$ cat config.mk
export PLATFORM = sky130hd
export DESIGN_NAME = imm_alu_decoder
export DESIGN_NICKNAME = d
export VERILOG_FILES = /design/src/design/imm_alu_pkg.sv /design/src/design/imm_alu_decoder.sv
export VERILOG_INCLUDE_DIRS = /design/src /design/src/design
export SDC_FILE = /design/constraint.sdc
export NUM_CORES = 1
export LEC_CHECK = 0
export ABC_AREA = 1
export BUFFER_PORTS_ARGS = -buffer_cell sky130_fd_sc_hd__buf_2
export CORE_UTILIZATION = 55
export CTS_CLUSTER_DIAMETER = 80
export CTS_CLUSTER_SIZE = 20
export DETAILED_ROUTE_END_ITERATION = 6
export PLACE_DENSITY = 0.8
export SKIP_LAST_GASP = 1
export SLEW_MARGIN = 20
export SYNTH_ARGS = -nofsm -noshare
export SYNTH_HDL_FRONTEND = slang
export SYNTH_SLANG_ARGS = --single-unit
export TNS_END_PERCENT = 30
$ cat constraint.sdc
create_clock -name clk -period 4.75 [get_ports clk]
set_input_delay 0 -clock clk [delete_from_list [all_inputs] [get_ports clk]]
set_output_delay 0 -clock clk [all_outputs]
set_load 0.03 [all_outputs]
$ cat src/design/imm_alu_consts.svh
`ifndef IMM_ALU_CONSTS_SVH
`define IMM_ALU_CONSTS_SVH
// ==========================================
// Opcodes
`define PFX_REG_IMM     8'h74
`define PFX_SPECIAL_IMM 8'h64
`define PFX_WIDE_REG    8'h70
`define OP_SBI_ACC      8'h76
`define OP_ANI_WORK     8'h05
`define OP_ORI_WORK     8'h15
// Operation field codes
`define FN_SUB          4'hc
`define FN_SBB          4'he
`define FN_SUB_NB       4'h6
`define FN_GT           4'h5
`define FN_NE           4'hd
`define FN_EQ           4'hf
`define FN_TEST_ANY     4'h9
`define FN_TEST_CLR     4'hb
// Wide upper bits
`define WD_ADD          6'h31
`define WD_SUB_NB       6'h2d
`define WD_AND          6'h23
`define WD_OR           6'h27
`define WD_BYTE_ADD     6'h10
`define WD_BYTE_SUB     6'h18
// State counts
`define ST_ACC_IMM      8'd7
`define ST_REG_IMM      8'd11
`define ST_SPECIAL      8'd20
`define ST_SPECIAL_CMP  8'd14
`define ST_WORK_ACC     8'd14
`define ST_WORK_RMW     8'd19
`define ST_WORK_CMP     8'd13
`define ST_WIDE         8'd11
`define ST_SKIP_1B      8'd4
`define ST_SKIP_2B      8'd8
`endif

$ cat src/design/imm_alu_pkg.sv
package imm_alu_pkg;
  typedef enum logic [4:0] {
    S_IDLE  = 5'b00001,
    S_BYTE2 = 5'b00010,
    S_BYTE3 = 5'b00100,
    S_EXEC  = 5'b01000,
    S_SKIP  = 5'b10000
  } dec_state_t;
  typedef struct packed {
    logic [7:0]  acc;
    logic [15:0] wide_accumulator;
    logic [7:0]  reg_val;
    logic [7:0]  special_val;
    logic [15:0] pair_val;
    logic [7:0]  mem_rdata;
    logic [7:0]  page;
    logic        carry_flag;
  } operands_t;
  typedef struct packed {
    logic        acc_we;
    logic [7:0]  acc;
    logic        reg_we;
    logic        special_we;
    logic [7:0]  byte_res;
    logic        wide_we;
    logic [15:0] wide_res;
    logic        mem_we;
    logic [7:0]  mem_wdata;
    logic        carry_we;
    logic        carry_flag;
  } results_t;
endpackage

$ cat src/design/imm_alu_decoder.sv
`timescale 1ns/1ns
`include "imm_alu_consts.svh"
// Notes on behaviour
// RQ1: Byte 01110110 plus data subtracts data and carry from the accumulator in 7 states.
// RQ2: Prefix 01110100, a 5-bit operation and 3-bit register byte, then data, runs in 11 states.
// RQ3: Prefix 01100100 with S3, 4-bit operation, S2..S0, then data, modifies a special register in 20 states.
// RQ4: Special-register compare and test take 14 states and only evaluate the skip.
// RQ5: Special field 1100 subtracts, 1110 subtracts with borrow, 0110 subtracts skipping on no borrow.
// RQ6: Compare 0101 skips on no borrow of operand-byte-1, 1101 on non-zero, 1111 on zero.
// RQ7: Test 1001 skips when the AND is non-zero, 1011 when it is zero, nothing stored.
// RQ8: Working accumulator operations are prefix, operation, offset, address page:offset, 14 states.
// RQ9: Opcodes 00000101 and 00010101 with offset then data AND or OR into the working byte.
// RQ10: Working compare and test take 13 states and leave memory unchanged.
// RQ11: Prefix 01110000 with a 2-bit register select adds or subtracts a byte register to the wide accumulator.
// RQ12: Prefix 01110100, upper bits 110001, low two bits a pair, adds the pair in 11 states.
// RQ13: Upper bits 101101 store the wide difference and skip on no borrow.
// RQ14: Upper bits 100011 and 100111 AND and OR the pair into the wide accumulator.
// RQ15: A taken skip passes over the next instruction as 4 idle states for one byte, 8 for two.
// RQ16: A skip affects only the single next instruction.
// RQ17: Register and special-register selects go out raw for an external mapping table.
module imm_alu_decoder
  import imm_alu_pkg::*;
#(
  parameter int CNT_W = 8
) (
  input  wire logic             clk,
  input  wire logic             rst,
  input  wire logic             byte_valid,
  input  wire logic [7:0]       byte_in,
  input  wire logic             next_two_byte,
  input  wire operands_t        ops,
  output logic                  byte_ready,
  output logic                  busy,
  output logic [2:0]            reg_select,
  output logic [3:0]            special_register_select,
  output logic [1:0]            pair_select,
  output logic [15:0]           mem_addr,
  output logic                  mem_rd,
  output results_t              res,
  output logic                  skipping
);
  // ==========================================
  // Decode
  dec_state_t       state_reg, state_next;
  logic [7:0]       op1_reg, op2_reg, data_reg;
  logic [CNT_W-1:0] cnt_reg;
  logic             skip_pend_reg;
  logic             fmt_reg, fmt_spc, fmt_wide, fmt_acc, fmt_work_rmw;
  logic [3:0]       spc_fn;
  logic [4:0]       reg_fn;
  logic [5:0]       wide_fn;
  logic             is_work_acc, is_cmp_spc, is_cmp_reg, fmt_work_imm, fmt_work_cmp;
  logic [3:0]       cmp_fn;
  logic             three_bytes;

  // Working-area immediate opcodes all end in 0101 with the top bit clear
  function automatic logic is_work_opc(input logic [7:0] b);
    return b[3:0] == 4'h5 && !b[7];
  endfunction

  assign fmt_reg      = op1_reg == `PFX_REG_IMM;
  assign fmt_spc      = op1_reg == `PFX_SPECIAL_IMM;
  assign fmt_wide     = op1_reg == `PFX_WIDE_REG;
  assign fmt_acc      = op1_reg == `OP_SBI_ACC;                                        // [RQ1]
  assign fmt_work_rmw = op1_reg == `OP_ANI_WORK || op1_reg == `OP_ORI_WORK;            // [RQ9]
  assign fmt_work_imm = is_work_opc(op1_reg);
  assign fmt_work_cmp = fmt_work_imm && !fmt_work_rmw;                                 // [RQ10]
  assign reg_fn       = op2_reg[7:3];                                                  // [RQ2]
  assign spc_fn       = op2_reg[6:3];                                                  // [RQ3]
  assign wide_fn      = op2_reg[7:2];
  assign is_work_acc  = fmt_reg && op2_reg[7] && op2_reg[2:0] == 3'b000;
  // Working compares carry their code in the opcode's upper bits, same coding as the register form
  assign cmp_fn       = fmt_spc ? spc_fn : fmt_work_cmp ? {op1_reg[6:4], 1'b1} : reg_fn[3:0];
  assign is_cmp_spc   = fmt_spc && spc_fn[0] && spc_fn != 4'h3 && spc_fn != 4'h1;     // [RQ4]
  assign is_cmp_reg   = fmt_reg && !op2_reg[7] && reg_fn[0] && reg_fn[3:0] != 4'h1 && reg_fn[3:0] != 4'h3;
  assign three_bytes  = (fmt_reg && !op2_reg[7]) || fmt_spc || fmt_work_imm ||
                        (fmt_reg && op2_reg[7] && op2_reg[2:0] == 3'b000);
  assign reg_select   = op2_reg[2:0];                                                  // [RQ17]
  assign special_register_select = {op2_reg[7], op2_reg[2:0]};                         // [RQ17]
  assign pair_select  = op2_reg[1:0];
  assign mem_addr     = {ops.page, fmt_work_imm ? op2_reg : data_reg};                 // [RQ8]
  assign mem_rd       = state_reg == S_EXEC;
  // A pending skip refuses bytes, otherwise a byte would look taken while being dropped
  assign byte_ready   = (state_reg == S_IDLE && !skip_pend_reg) || state_reg == S_BYTE2 || state_reg == S_BYTE3;
  assign busy         = state_reg == S_EXEC || state_reg == S_SKIP || skip_pend_reg;
  assign skipping     = state_reg == S_SKIP;

  // ==========================================
  // Execute
  logic [7:0]  opnd, imm;
  logic [8:0]  diff, diff_gt, sum;
  logic [7:0]  land;
  logic        skip_now;
  logic [16:0] wsum, wdiff;
  logic [15:0] wopnd;
  logic [CNT_W-1:0] exec_states;
  logic        wide_byte, is_cmp;
  results_t    r;

  assign wide_byte = fmt_wide && (wide_fn == `WD_BYTE_ADD || wide_fn == `WD_BYTE_SUB);  // [RQ11]
  assign opnd  = fmt_acc ? ops.acc : fmt_spc ? ops.special_val :
                 (fmt_work_imm || is_work_acc) ? ops.mem_rdata : ops.reg_val;
  assign imm   = is_work_acc ? ops.mem_rdata : data_reg;
  // Add-with-carry (code 1010) folds the carry into the sum; SBB and the accumulator subtract fold it into the difference
  assign sum   = {1'b0, opnd} + {1'b0, imm} + {8'h00, cmp_fn == 4'ha && ops.carry_flag};
  assign diff  = {1'b0, opnd} - {1'b0, imm} - {8'h00, (fmt_acc || cmp_fn == `FN_SBB) && ops.carry_flag};
  assign diff_gt = {1'b0, opnd} - {1'b0, imm} - 9'h001;                                // [RQ6]
  assign land  = opnd & imm;                                                           // [RQ7]
  assign wopnd = wide_byte ? {8'h00, ops.reg_val} : ops.pair_val;
  assign wsum  = {1'b0, ops.wide_accumulator} + {1'b0, wopnd};
  assign wdiff = {1'b0, ops.wide_accumulator} - {1'b0, wopnd};
  assign is_cmp = is_cmp_spc || is_cmp_reg || fmt_work_cmp;

  always_comb begin
    r = '0;
    skip_now = 1'b0;
    exec_states = CNT_W'(`ST_REG_IMM);
    if (fmt_acc) begin
      r.acc_we = 1'b1;                                                                 // [RQ1]
      r.acc = diff[7:0];
      r.carry_we = 1'b1;
      r.carry_flag = diff[8];
      exec_states = CNT_W'(`ST_ACC_IMM);
    end else if (fmt_work_rmw) begin
      r.mem_we = 1'b1;                                                                 // [RQ9]
      r.mem_wdata = op1_reg == `OP_ANI_WORK ? (ops.mem_rdata & data_reg) : (ops.mem_rdata | data_reg);
      exec_states = CNT_W'(`ST_WORK_RMW);
    end else if (fmt_wide) begin
      r.wide_we = 1'b1;                                                                // [RQ11]
      r.wide_res = wide_fn == `WD_BYTE_SUB ? wdiff[15:0] : wsum[15:0];
      exec_states = CNT_W'(`ST_WIDE);
    end else if (fmt_reg && op2_reg[7] && !is_work_acc) begin
      exec_states = CNT_W'(`ST_WIDE);                                                  // [RQ12]
      r.wide_we = 1'b1;
      case (wide_fn)
        `WD_ADD: r.wide_res = wsum[15:0];                                              // [RQ12]
        `WD_SUB_NB: begin
          r.wide_res = wdiff[15:0];                                                    // [RQ13]
          skip_now = !wdiff[16];
        end
        `WD_AND: r.wide_res = ops.wide_accumulator & ops.pair_val;                     // [RQ14]
        `WD_OR: r.wide_res = ops.wide_accumulator | ops.pair_val;                      // [RQ14]
        default: r.wide_we = 1'b0;
      endcase
    end else if (is_work_acc) begin
      exec_states = CNT_W'(`ST_WORK_ACC);                                              // [RQ8]
      r.acc_we = 1'b1;
      r.acc = ops.acc + ops.mem_rdata;
    end else begin
      // Register and special forms share the same ALU; the write target and the state count differ
      if (fmt_spc) exec_states = is_cmp ? CNT_W'(`ST_SPECIAL_CMP) : CNT_W'(`ST_SPECIAL); // [RQ3] [RQ4]
      if (fmt_work_cmp) exec_states = CNT_W'(`ST_WORK_CMP);                            // [RQ10]
      case (cmp_fn)
        `FN_GT: skip_now = !diff_gt[8];                                                // [RQ6]
        `FN_NE: skip_now = diff[7:0] != 8'h00;                                         // [RQ6]
        `FN_EQ: skip_now = diff[7:0] == 8'h00;                                         // [RQ6]
        `FN_TEST_ANY: skip_now = land != 8'h00;                                        // [RQ7]
        `FN_TEST_CLR: skip_now = land == 8'h00;                                        // [RQ7]
        `FN_SUB_NB: skip_now = !diff[8];                                               // [RQ5]
        default: skip_now = 1'b0;
      endcase
      if (!is_cmp) begin
        r.reg_we = fmt_reg;                                                            // [RQ2]
        r.special_we = fmt_spc;                                                        // [RQ5]
        r.byte_res = (cmp_fn == `FN_SUB || cmp_fn == `FN_SBB || cmp_fn == `FN_SUB_NB) ? diff[7:0] :
                     cmp_fn == 4'h1 ? land : cmp_fn == 4'h3 ? (opnd | imm) :
                     cmp_fn == 4'h2 ? (opnd ^ imm) : sum[7:0];
      end
    end
  end

  // ==========================================
  // Sequencer
  logic cnt_done;
  assign cnt_done = cnt_reg == CNT_W'(1);

  always_comb begin
    state_next = state_reg;
    case (state_reg)
      S_IDLE:  if (byte_valid && !skip_pend_reg) state_next = (byte_in == `OP_SBI_ACC || is_work_opc(byte_in) ||
                   byte_in == `PFX_REG_IMM || byte_in == `PFX_SPECIAL_IMM ||
                   byte_in == `PFX_WIDE_REG) ? S_BYTE2 : S_IDLE;
               else if (skip_pend_reg) state_next = S_SKIP;                            // [RQ16]
      S_BYTE2: if (byte_valid) state_next = (fmt_wide || (fmt_reg && byte_in[7] && byte_in[2:0] != 3'b000) ||
                   fmt_acc) ? S_EXEC : S_BYTE3;
      S_BYTE3: if (byte_valid) state_next = S_EXEC;
      S_EXEC:  if (cnt_done) state_next = S_IDLE;
      S_SKIP:  if (cnt_done) state_next = S_IDLE;                                      // [RQ15]
      default: state_next = S_IDLE;
    endcase
  end

  always_ff @(posedge clk) begin
    if (rst) begin
      state_reg <= S_IDLE;
      op1_reg <= 8'h00;
      op2_reg <= 8'h00;
      data_reg <= 8'h00;
      cnt_reg <= '0;
      skip_pend_reg <= 1'b0;
      res <= '0;
    end else begin
      state_reg <= state_next;
      res <= '0;
      if (state_reg == S_IDLE && byte_valid && !skip_pend_reg) op1_reg <= byte_in;
      if (state_reg == S_BYTE2 && byte_valid) begin
        op2_reg <= byte_in;
        data_reg <= byte_in;
        if (state_next == S_EXEC) cnt_reg <= '0;
      end
      if (state_reg == S_BYTE3 && byte_valid) data_reg <= byte_in;
      if (state_reg != S_EXEC && state_next == S_EXEC) cnt_reg <= '0;
      if (state_reg == S_EXEC) begin
        // Fetch cycles count toward the state total, so execute only runs the remainder
        if (cnt_reg == '0) cnt_reg <= exec_states - CNT_W'(three_bytes ? 4 : 3);
        else cnt_reg <= cnt_reg - CNT_W'(1);
        if (cnt_done) begin
          res <= r;
          skip_pend_reg <= skip_now;
        end
      end
      if (state_reg == S_IDLE && skip_pend_reg) begin
        cnt_reg <= CNT_W'(next_two_byte ? `ST_SKIP_2B : `ST_SKIP_1B);                  // [RQ15]
        skip_pend_reg <= 1'b0;                                                         // [RQ16]
      end else if (state_reg == S_SKIP && !cnt_done) cnt_reg <= cnt_reg - CNT_W'(1);
    end
  end

  // ==========================================
  // Checks
  skip_len_a: assert property (@(posedge clk) disable iff (rst)  // [RQ15]
    state_reg == S_IDLE && skip_pend_reg && !next_two_byte |=> skipping [*4] ##1 !skipping)
    else $error("one-byte skip not four states");
  skip_once_a: assert property (@(posedge clk) disable iff (rst)  // [RQ16]
    $fell(skipping) |-> !skip_pend_reg)
    else $error("skip repeated");
  eq_skip_a: assert property (@(posedge clk) disable iff (rst)  // [RQ6]
    state_reg == S_EXEC && cnt_done && !fmt_wide && cmp_fn == `FN_EQ && fmt_spc && diff[7:0] == 8'h00
    |=> skip_pend_reg) else $error("equal skip missed");
  test_store_a: assert property (@(posedge clk) disable iff (rst)  // [RQ7] [RQ10]
    state_reg == S_EXEC && cnt_done && is_cmp |=> !res.reg_we && !res.special_we && !res.mem_we)
    else $error("compare stored result");
  acc_sub_a: assert property (@(posedge clk) disable iff (rst)  // [RQ1]
    state_reg == S_EXEC && cnt_done && fmt_acc |=> res.acc_we && res.acc == $past(diff[7:0]))
    else $error("accumulator subtract wrong");
  rmw_write_a: assert property (@(posedge clk) disable iff (rst)  // [RQ9]
    $rose(res.mem_we) |-> $past(fmt_work_rmw))
    else $error("unexpected working write");
  wide_sub_a: assert property (@(posedge clk) disable iff (rst)  // [RQ13]
    state_reg == S_EXEC && cnt_done && fmt_reg && wide_fn == `WD_SUB_NB && op2_reg[7]
    |=> skip_pend_reg == !$past(wdiff[16])) else $error("wide skip wrong");
  addr_form_a: assert property (@(posedge clk) disable iff (rst)  // [RQ8]
    mem_rd |-> mem_addr[15:8] == ops.page) else $error("page not high byte");
  skip_cov_c: cover property (@(posedge clk) $rose(skipping));
  rmw_cov_c: cover property (@(posedge clk) res.mem_we);
  wide_cov_c: cover property (@(posedge clk) res.wide_we);
endmodule

### After elaboration in Yosys (flattened, before gate mapping)

Index checks and enable logic that the tools add are counted.

| cells by class | value |
|---|---|
| multiplexer cells | 61 |
| reduce and logical (&&, ||, !) cells | 79 |
| bitwise gates (word level) | 11 |
| eq/ne operators | 40 |
| $add $sub $neg | 10 |

Operators by type and width:

| operator | count |
|---|---|
| 8-bit 2-to-1 mux | 25 |
| 8-bit by 7-bit == test with 1-bit output, second input constant | 8 |
| 16-bit case mux with 4 select lines | 1 |
| 19-bit 2-to-1 mux | 2 |
| 36-bit 2-to-1 mux | 1 |
| 5-bit 2-to-1 mux | 7 |
| 17-bit 2-to-1 mux | 2 |
| 16-bit 2-to-1 mux | 2 |
| 4-bit == test, second input constant | 7 |
| 1-bit logical AND | 27 |
| 9-bit 2-to-1 mux | 3 |
| 6-bit == test, second input constant | 4 |
| 8-bit logical NOT | 3 |
| 1-bit logical OR | 21 |
| 10-bit 2-to-1 mux | 2 |
| 5-bit case mux with 4 select lines | 1 |
| 16-bit by 16-bit subtractor with 17-bit output | 1 |
| 16-bit adder | 1 |
| 8-bit adder | 2 |
| 16-bit bitwise AND | 1 |
| 8-bit bitwise AND | 2 |
| 4-bit by 3-bit == test with 1-bit output, second input constant | 4 |
| 4-bit 2-to-1 mux | 4 |
| 16-bit OR | 1 |
| other kinds (39) | 69 |

| word-level totals | value |
|---|---|
| output and inout port bits | 76 |
| word-level logic and storage cells | 218 |
| bits in registers | 85 |
| input port bits | 85 |

### Longest topological paths before layout

| logic depth | value |
|---|---|
| word-level depth | 20 |
| mapped depth | 36 |
| mapped depth without buffers | 36 |

### Worst setup path after synthesis

OpenSTA, ideal clock, no wires.

| path | value |
|---|---|
| path kind | register to register |
| start | register op1_reg[0] |
| end | register skip_pend_reg |
| cell stages (with the launch flop) | 30 |
| path buffers | 0 |
| arrival | 3695 ps |
| setup time | 70 ps |
| clock period less this slack | 3765 ps |
| path slack | 985 ps |
| data required time | 4680 ps |
| cell sequence | dfxtp_1 -> or2_4 -> nor2_1 -> inv_1 -> nor2_2 -> inv_2 -> nor2_4 -> inv_2 -> nor2_2 -> inv_1 -> o21ai_0 -> ha_1 -> inv_1 -> fa_1 -> inv_1 -> ha_1 -> nand2_1 -> nor2_1 -> nand3_1 -> nor2_1 -> nand2_1 -> nor2_2 -> nand3_1 -> nand2_1 -> inv_1 -> nand2_1 -> nand2_1 -> nand2_1 -> nand3_1 -> a21oi_1 |

| on the way | value |
|---|---|
| word-level cells in the longest chain between the ends | 17 |
| elaborated cells between the ends (all ways) | 52 |
| classes of those cells | add/sub (4); eq/ne (14); mux (14); bitwise (1); reduce/logical (19) |

RTL lines:

| item | line | text |
|---|---|---|
| start, declared | imm_alu_decoder.sv:45 | `logic [7:0] op1_reg, op2_reg, data_reg;` |
| start signal, assigned | imm_alu_decoder.sv:205 | `if (state_reg == S_IDLE && byte_valid && !skip_pend_reg) op1_reg <= byte_in;` |
| branches (longest 16 deep; another with 8-bit by 8-bit subtractor with 9-bit output) | - |  |
| 1-bit 2-to-1 mux (*) | imm_alu_decoder.sv:118 | `if (fmt_acc) begin` |
| end signal, assigned | imm_alu_decoder.sv:219 | `skip_pend_reg <= skip_now;` |
| end, declared | imm_alu_decoder.sv:47 | `logic skip_pend_reg;` |

Mark *: on every way between the ends.
A chain may end at the register's enable or synchronous reset.

### Worst setup path after layout

Ends and elaborated chain as after synthesis.

==> metrics.md <==
| Metric | Value |
|---|---|
| DPL Wire Length | `21760 um` |
| Vias | `roughly 9500` |
| GRT Util Overall | `0.3583` |
| Synthesized cell area | `8418 sq um` |
| Status | `finished clean` |
| Antenna Diode Count | `0` |
| Most used flip-flop cell after synthesis | `dfxtp_1` |
| Top post-synthesis cells by area | `dfxtp_1, nand2_1, ha_1, inv_1, a21oi_1` |
| CTS clk-pin slew, worst paths | `approximately 0.070 ns` |
| Buffer levels on the longest clock path | `2` |
| Most frequent CP cell | `nand2_1` |
| Pin count of the biggest net entering global routing | `28` |
| Post-route cell area | `~9700 sq um` |
| Congestion Overflow GR | `0` |
| Asr flop ratio synth | `0` |
| Worst Path Arrival | `4.67 ns` |
| H-tree Lvls | `3` |
| Cell Area, Placed | `9195 sq um` |
| RSZ-0062 raised after global routing | `no` |
| P per Cell Area | `201.8 nW/um^2` |
| Distinct cell type count after synthesis | `slightly above 60` |
| CP endpoint kind | `flip-flop` |
| Layout cell share with drive strength beyond 1 | `0.1663` |
| Leak Pwr | `4.805 nW` |
| Final Hold Viols | `0` |
| Setup Viol. Count Final | `0` |
| R2r worst-path depth | `33` |
| Worst endpoint required time | `5.06 ns` |
| Post-layout minimum cycle time | `between 4 and 5 ns` |
| Largest area contributor in the netlist | `dfxtp_1` |
| Vias in the first global route | `8610` |
| #FFs+latches synth | `85` |
| Initial antenna violation count | `1` |
| Worst Setup SP | `op1_reg[0]` |
| Register Area | `1703 sq um` |
| Slew Limit Fails | `0` |
| Final wirelength | `between 20000 and 30000 um` |
| Setup TNS Final | `0 ns` |
| Later-pin clock latency in the skew report | `0.37 ns` |
| Gp weighted congestion | `0.9719` |
| Share of the synthesized area in the top cell type | `0.2021` |
| Total number of yosys warnings | `0` |
| Layout area overhead | `15.28%` |
| Final nets | `1613` |
| Iteration-0 DRC Markers | `976` |
| VDD IR max | `0.1734 mV` |
| CTS tree | `yes` |
| Min-Delay Path Class | `in2out` |
| Drt first pass iters | `5` |
| Setup Skew | `0.01400 ns` |
| Util after Layout | `0.6577` |
| Reg2reg start | `op1_reg[0]` |
| Combined area of the multi-input logic cells | `between 5000 and 6000 sq um` |
| Fraction of the cycle the final worst path needs | `0.9188` |
| Die Height | `125.7 um` |
| Root Driver | `clkbuf_16` |
| Crit Path Max Fanout | `17` |
| Largest Register | `res` |
| Post-route ant nets | `0` |
| Pre-CTS WS | `0.2701 ns` |
| CTS Sinks | `85` |
| IO Pins | `161` |
| Worst path max stage delay | `0.42 ns` |
| IO Port Bufs | `approximately 140` |
| Post-CTS setup buffers | `0` |
| Synth Area per Inst | `6.397 sq um` |
| Hold Path Cell Cnt | `0` |
| Transition time of the tightest slew-check pin | `just over 0.9 ns` |
| Critical-path top delay cell | `fa_1` |
| Vias per cell | `5.786` |
| Routed WL per cell | `17.17 um` |
| Fill cell count | `1395` |
| R2R Setup Slk | `0.39 ns` |
| Worst slew margin | `0.3882` |
| Sequential-to-total area share from yosys stat | `0.2021` |
| Hold_sp | `ops[2]` |
| Gate Count Post-Synth | `1316` |
| Cell Rows | `between 40 and 50` |
| Initial Utilization | `0.5706` |
| Worst setup path class | `reg2reg` |
| CP startpoint kind | `flip-flop` |
| Max reg flops | `47` |
| Max-cap check violation count | `0` |
| Max Freq | `229.1 MHz` |
| Die area | `15800 sq um` |
| Post-synthesis net count | `1479` |
| Die Width | `~130 um` |
| Inserted Clock Buffers | `9` |
| Core Box Area | `between 10000 and 15000 sq um` |
| First-pass GRT wire length | `around 44000 um` |
| Post-synth EDFFs | `0` |
| Fin worst setup slack | `0.3857 ns` |
| DRC errors left | `0` |
==> layer usage <==
metal	vias to the layer above	wire, um	track usage
met2	520	12130	0.5510
met1	4252	11960	0.4742
met3	79	2937	0.08199
met5	-	13	0
met4	2	1093	0.1693
li1	4631	-	-
==> layout make-up <==
cell class                      count  area share
Inverter                          199     0.07839
Timing Repair Buffer              177      0.1047
Sequential cell                    85      0.1755
Tap cell                          184     0.02372
Clock buffer                        9     0.02321
Multi-Input combinational cell    978      0.5874
Clock inverter                      7    0.007091
==> cell usage after synthesis, drive strengths merged (4+ instances only) <==
master	count
or2	19
o211ai	16
nand3	78
o31ai	4
o2111ai	7
o21bai	6
o22ai	12
dfxtp	85
nor2	95
fa	7
buf	37
inv	196
xor2	29
nand3b	7
o21ai	125
xnor2	4
a211oi	9
nor4	16
ha	71
nor3	13
nand4	19
a21o	4
clkbuf	17
nand2	278
a21oi	138
==> what timing repair did <==
item	CTS	global route
hold buffers	19	0
hold endpoints to repair	43	0
endpoints found under the setup margin	0	1
resized for setup	0	7
==> kinds of logic after synthesis <==
group,Yosys count,synth area share
AOI/OAI and AO/OA,333,0.2253
xor gates and xnor gates,33,0.03433
adders and majority gates,81,0.1257
buffers and inverters,253,0.1262
DFF,85,0.2021
and+or+nand+nor,531,0.2863
==> layout by cell type, fill, tap and decap left out, drive strengths merged, types with 7 or more instances in the layout <==
master	instances
a211oi	9
a21oi	138
buf	158
clkbuf	9
dfxtp	85
dlygate4sd3	19
fa	7
ha	71
inv	199
nand2	278
nand3	78
nand3b	7
nand4	19
nor2	95
nor3	13
nor4	16
o2111ai	7
o211ai	16
o21ai	125
o22ai	12
or2	19
xor2	29
==> worst max-delay path: cells and delay by family, from the launching register on <==
family / cells / cell delay, ns
AOI/OAI and AO/OA: 3 / 0.62
adders and majority gates: 2 / 0.59
buffers and inverters: 8 / 0.80
DFF: 1 / 0.36
and+or+nand+nor: 20 / 1.87
==> final timing paths <==
check	to
setup / recovery	skip_pend_reg
hold / removal	mem_addr[9]
setup reg to reg	skip_pend_reg
hold reg to reg	cnt_reg[7]
==> where the power goes <==
part / total [W] / internal (W) / leakage (nW) / switching, W
Combinational: 0.000511 / 0.000184 / 3.98 / 0.000328
Sequential: 0.000730 / 0.000719 / 0.687 / 0.0000105
Clock: 0.000718 / 0.000368 / 0.143 / 0.000350
Total: 0.00196 / 0.00127 / 4.81 / 0.000688
==> through the flow <==
step                      std cells  power [W]  hold WS [ns]
after global placement         1604   0.001218     0.0002048
after CTS                      1639   0.001951     0.0002048
after detailed placement       1604   0.001225     0.0002048
after floorplan                1316   0.001096       0.06941
final                          1639   0.001959   0.000009771
after global routing           1639   0.002049    0.00004948
(Power assumes the default switching activity.)
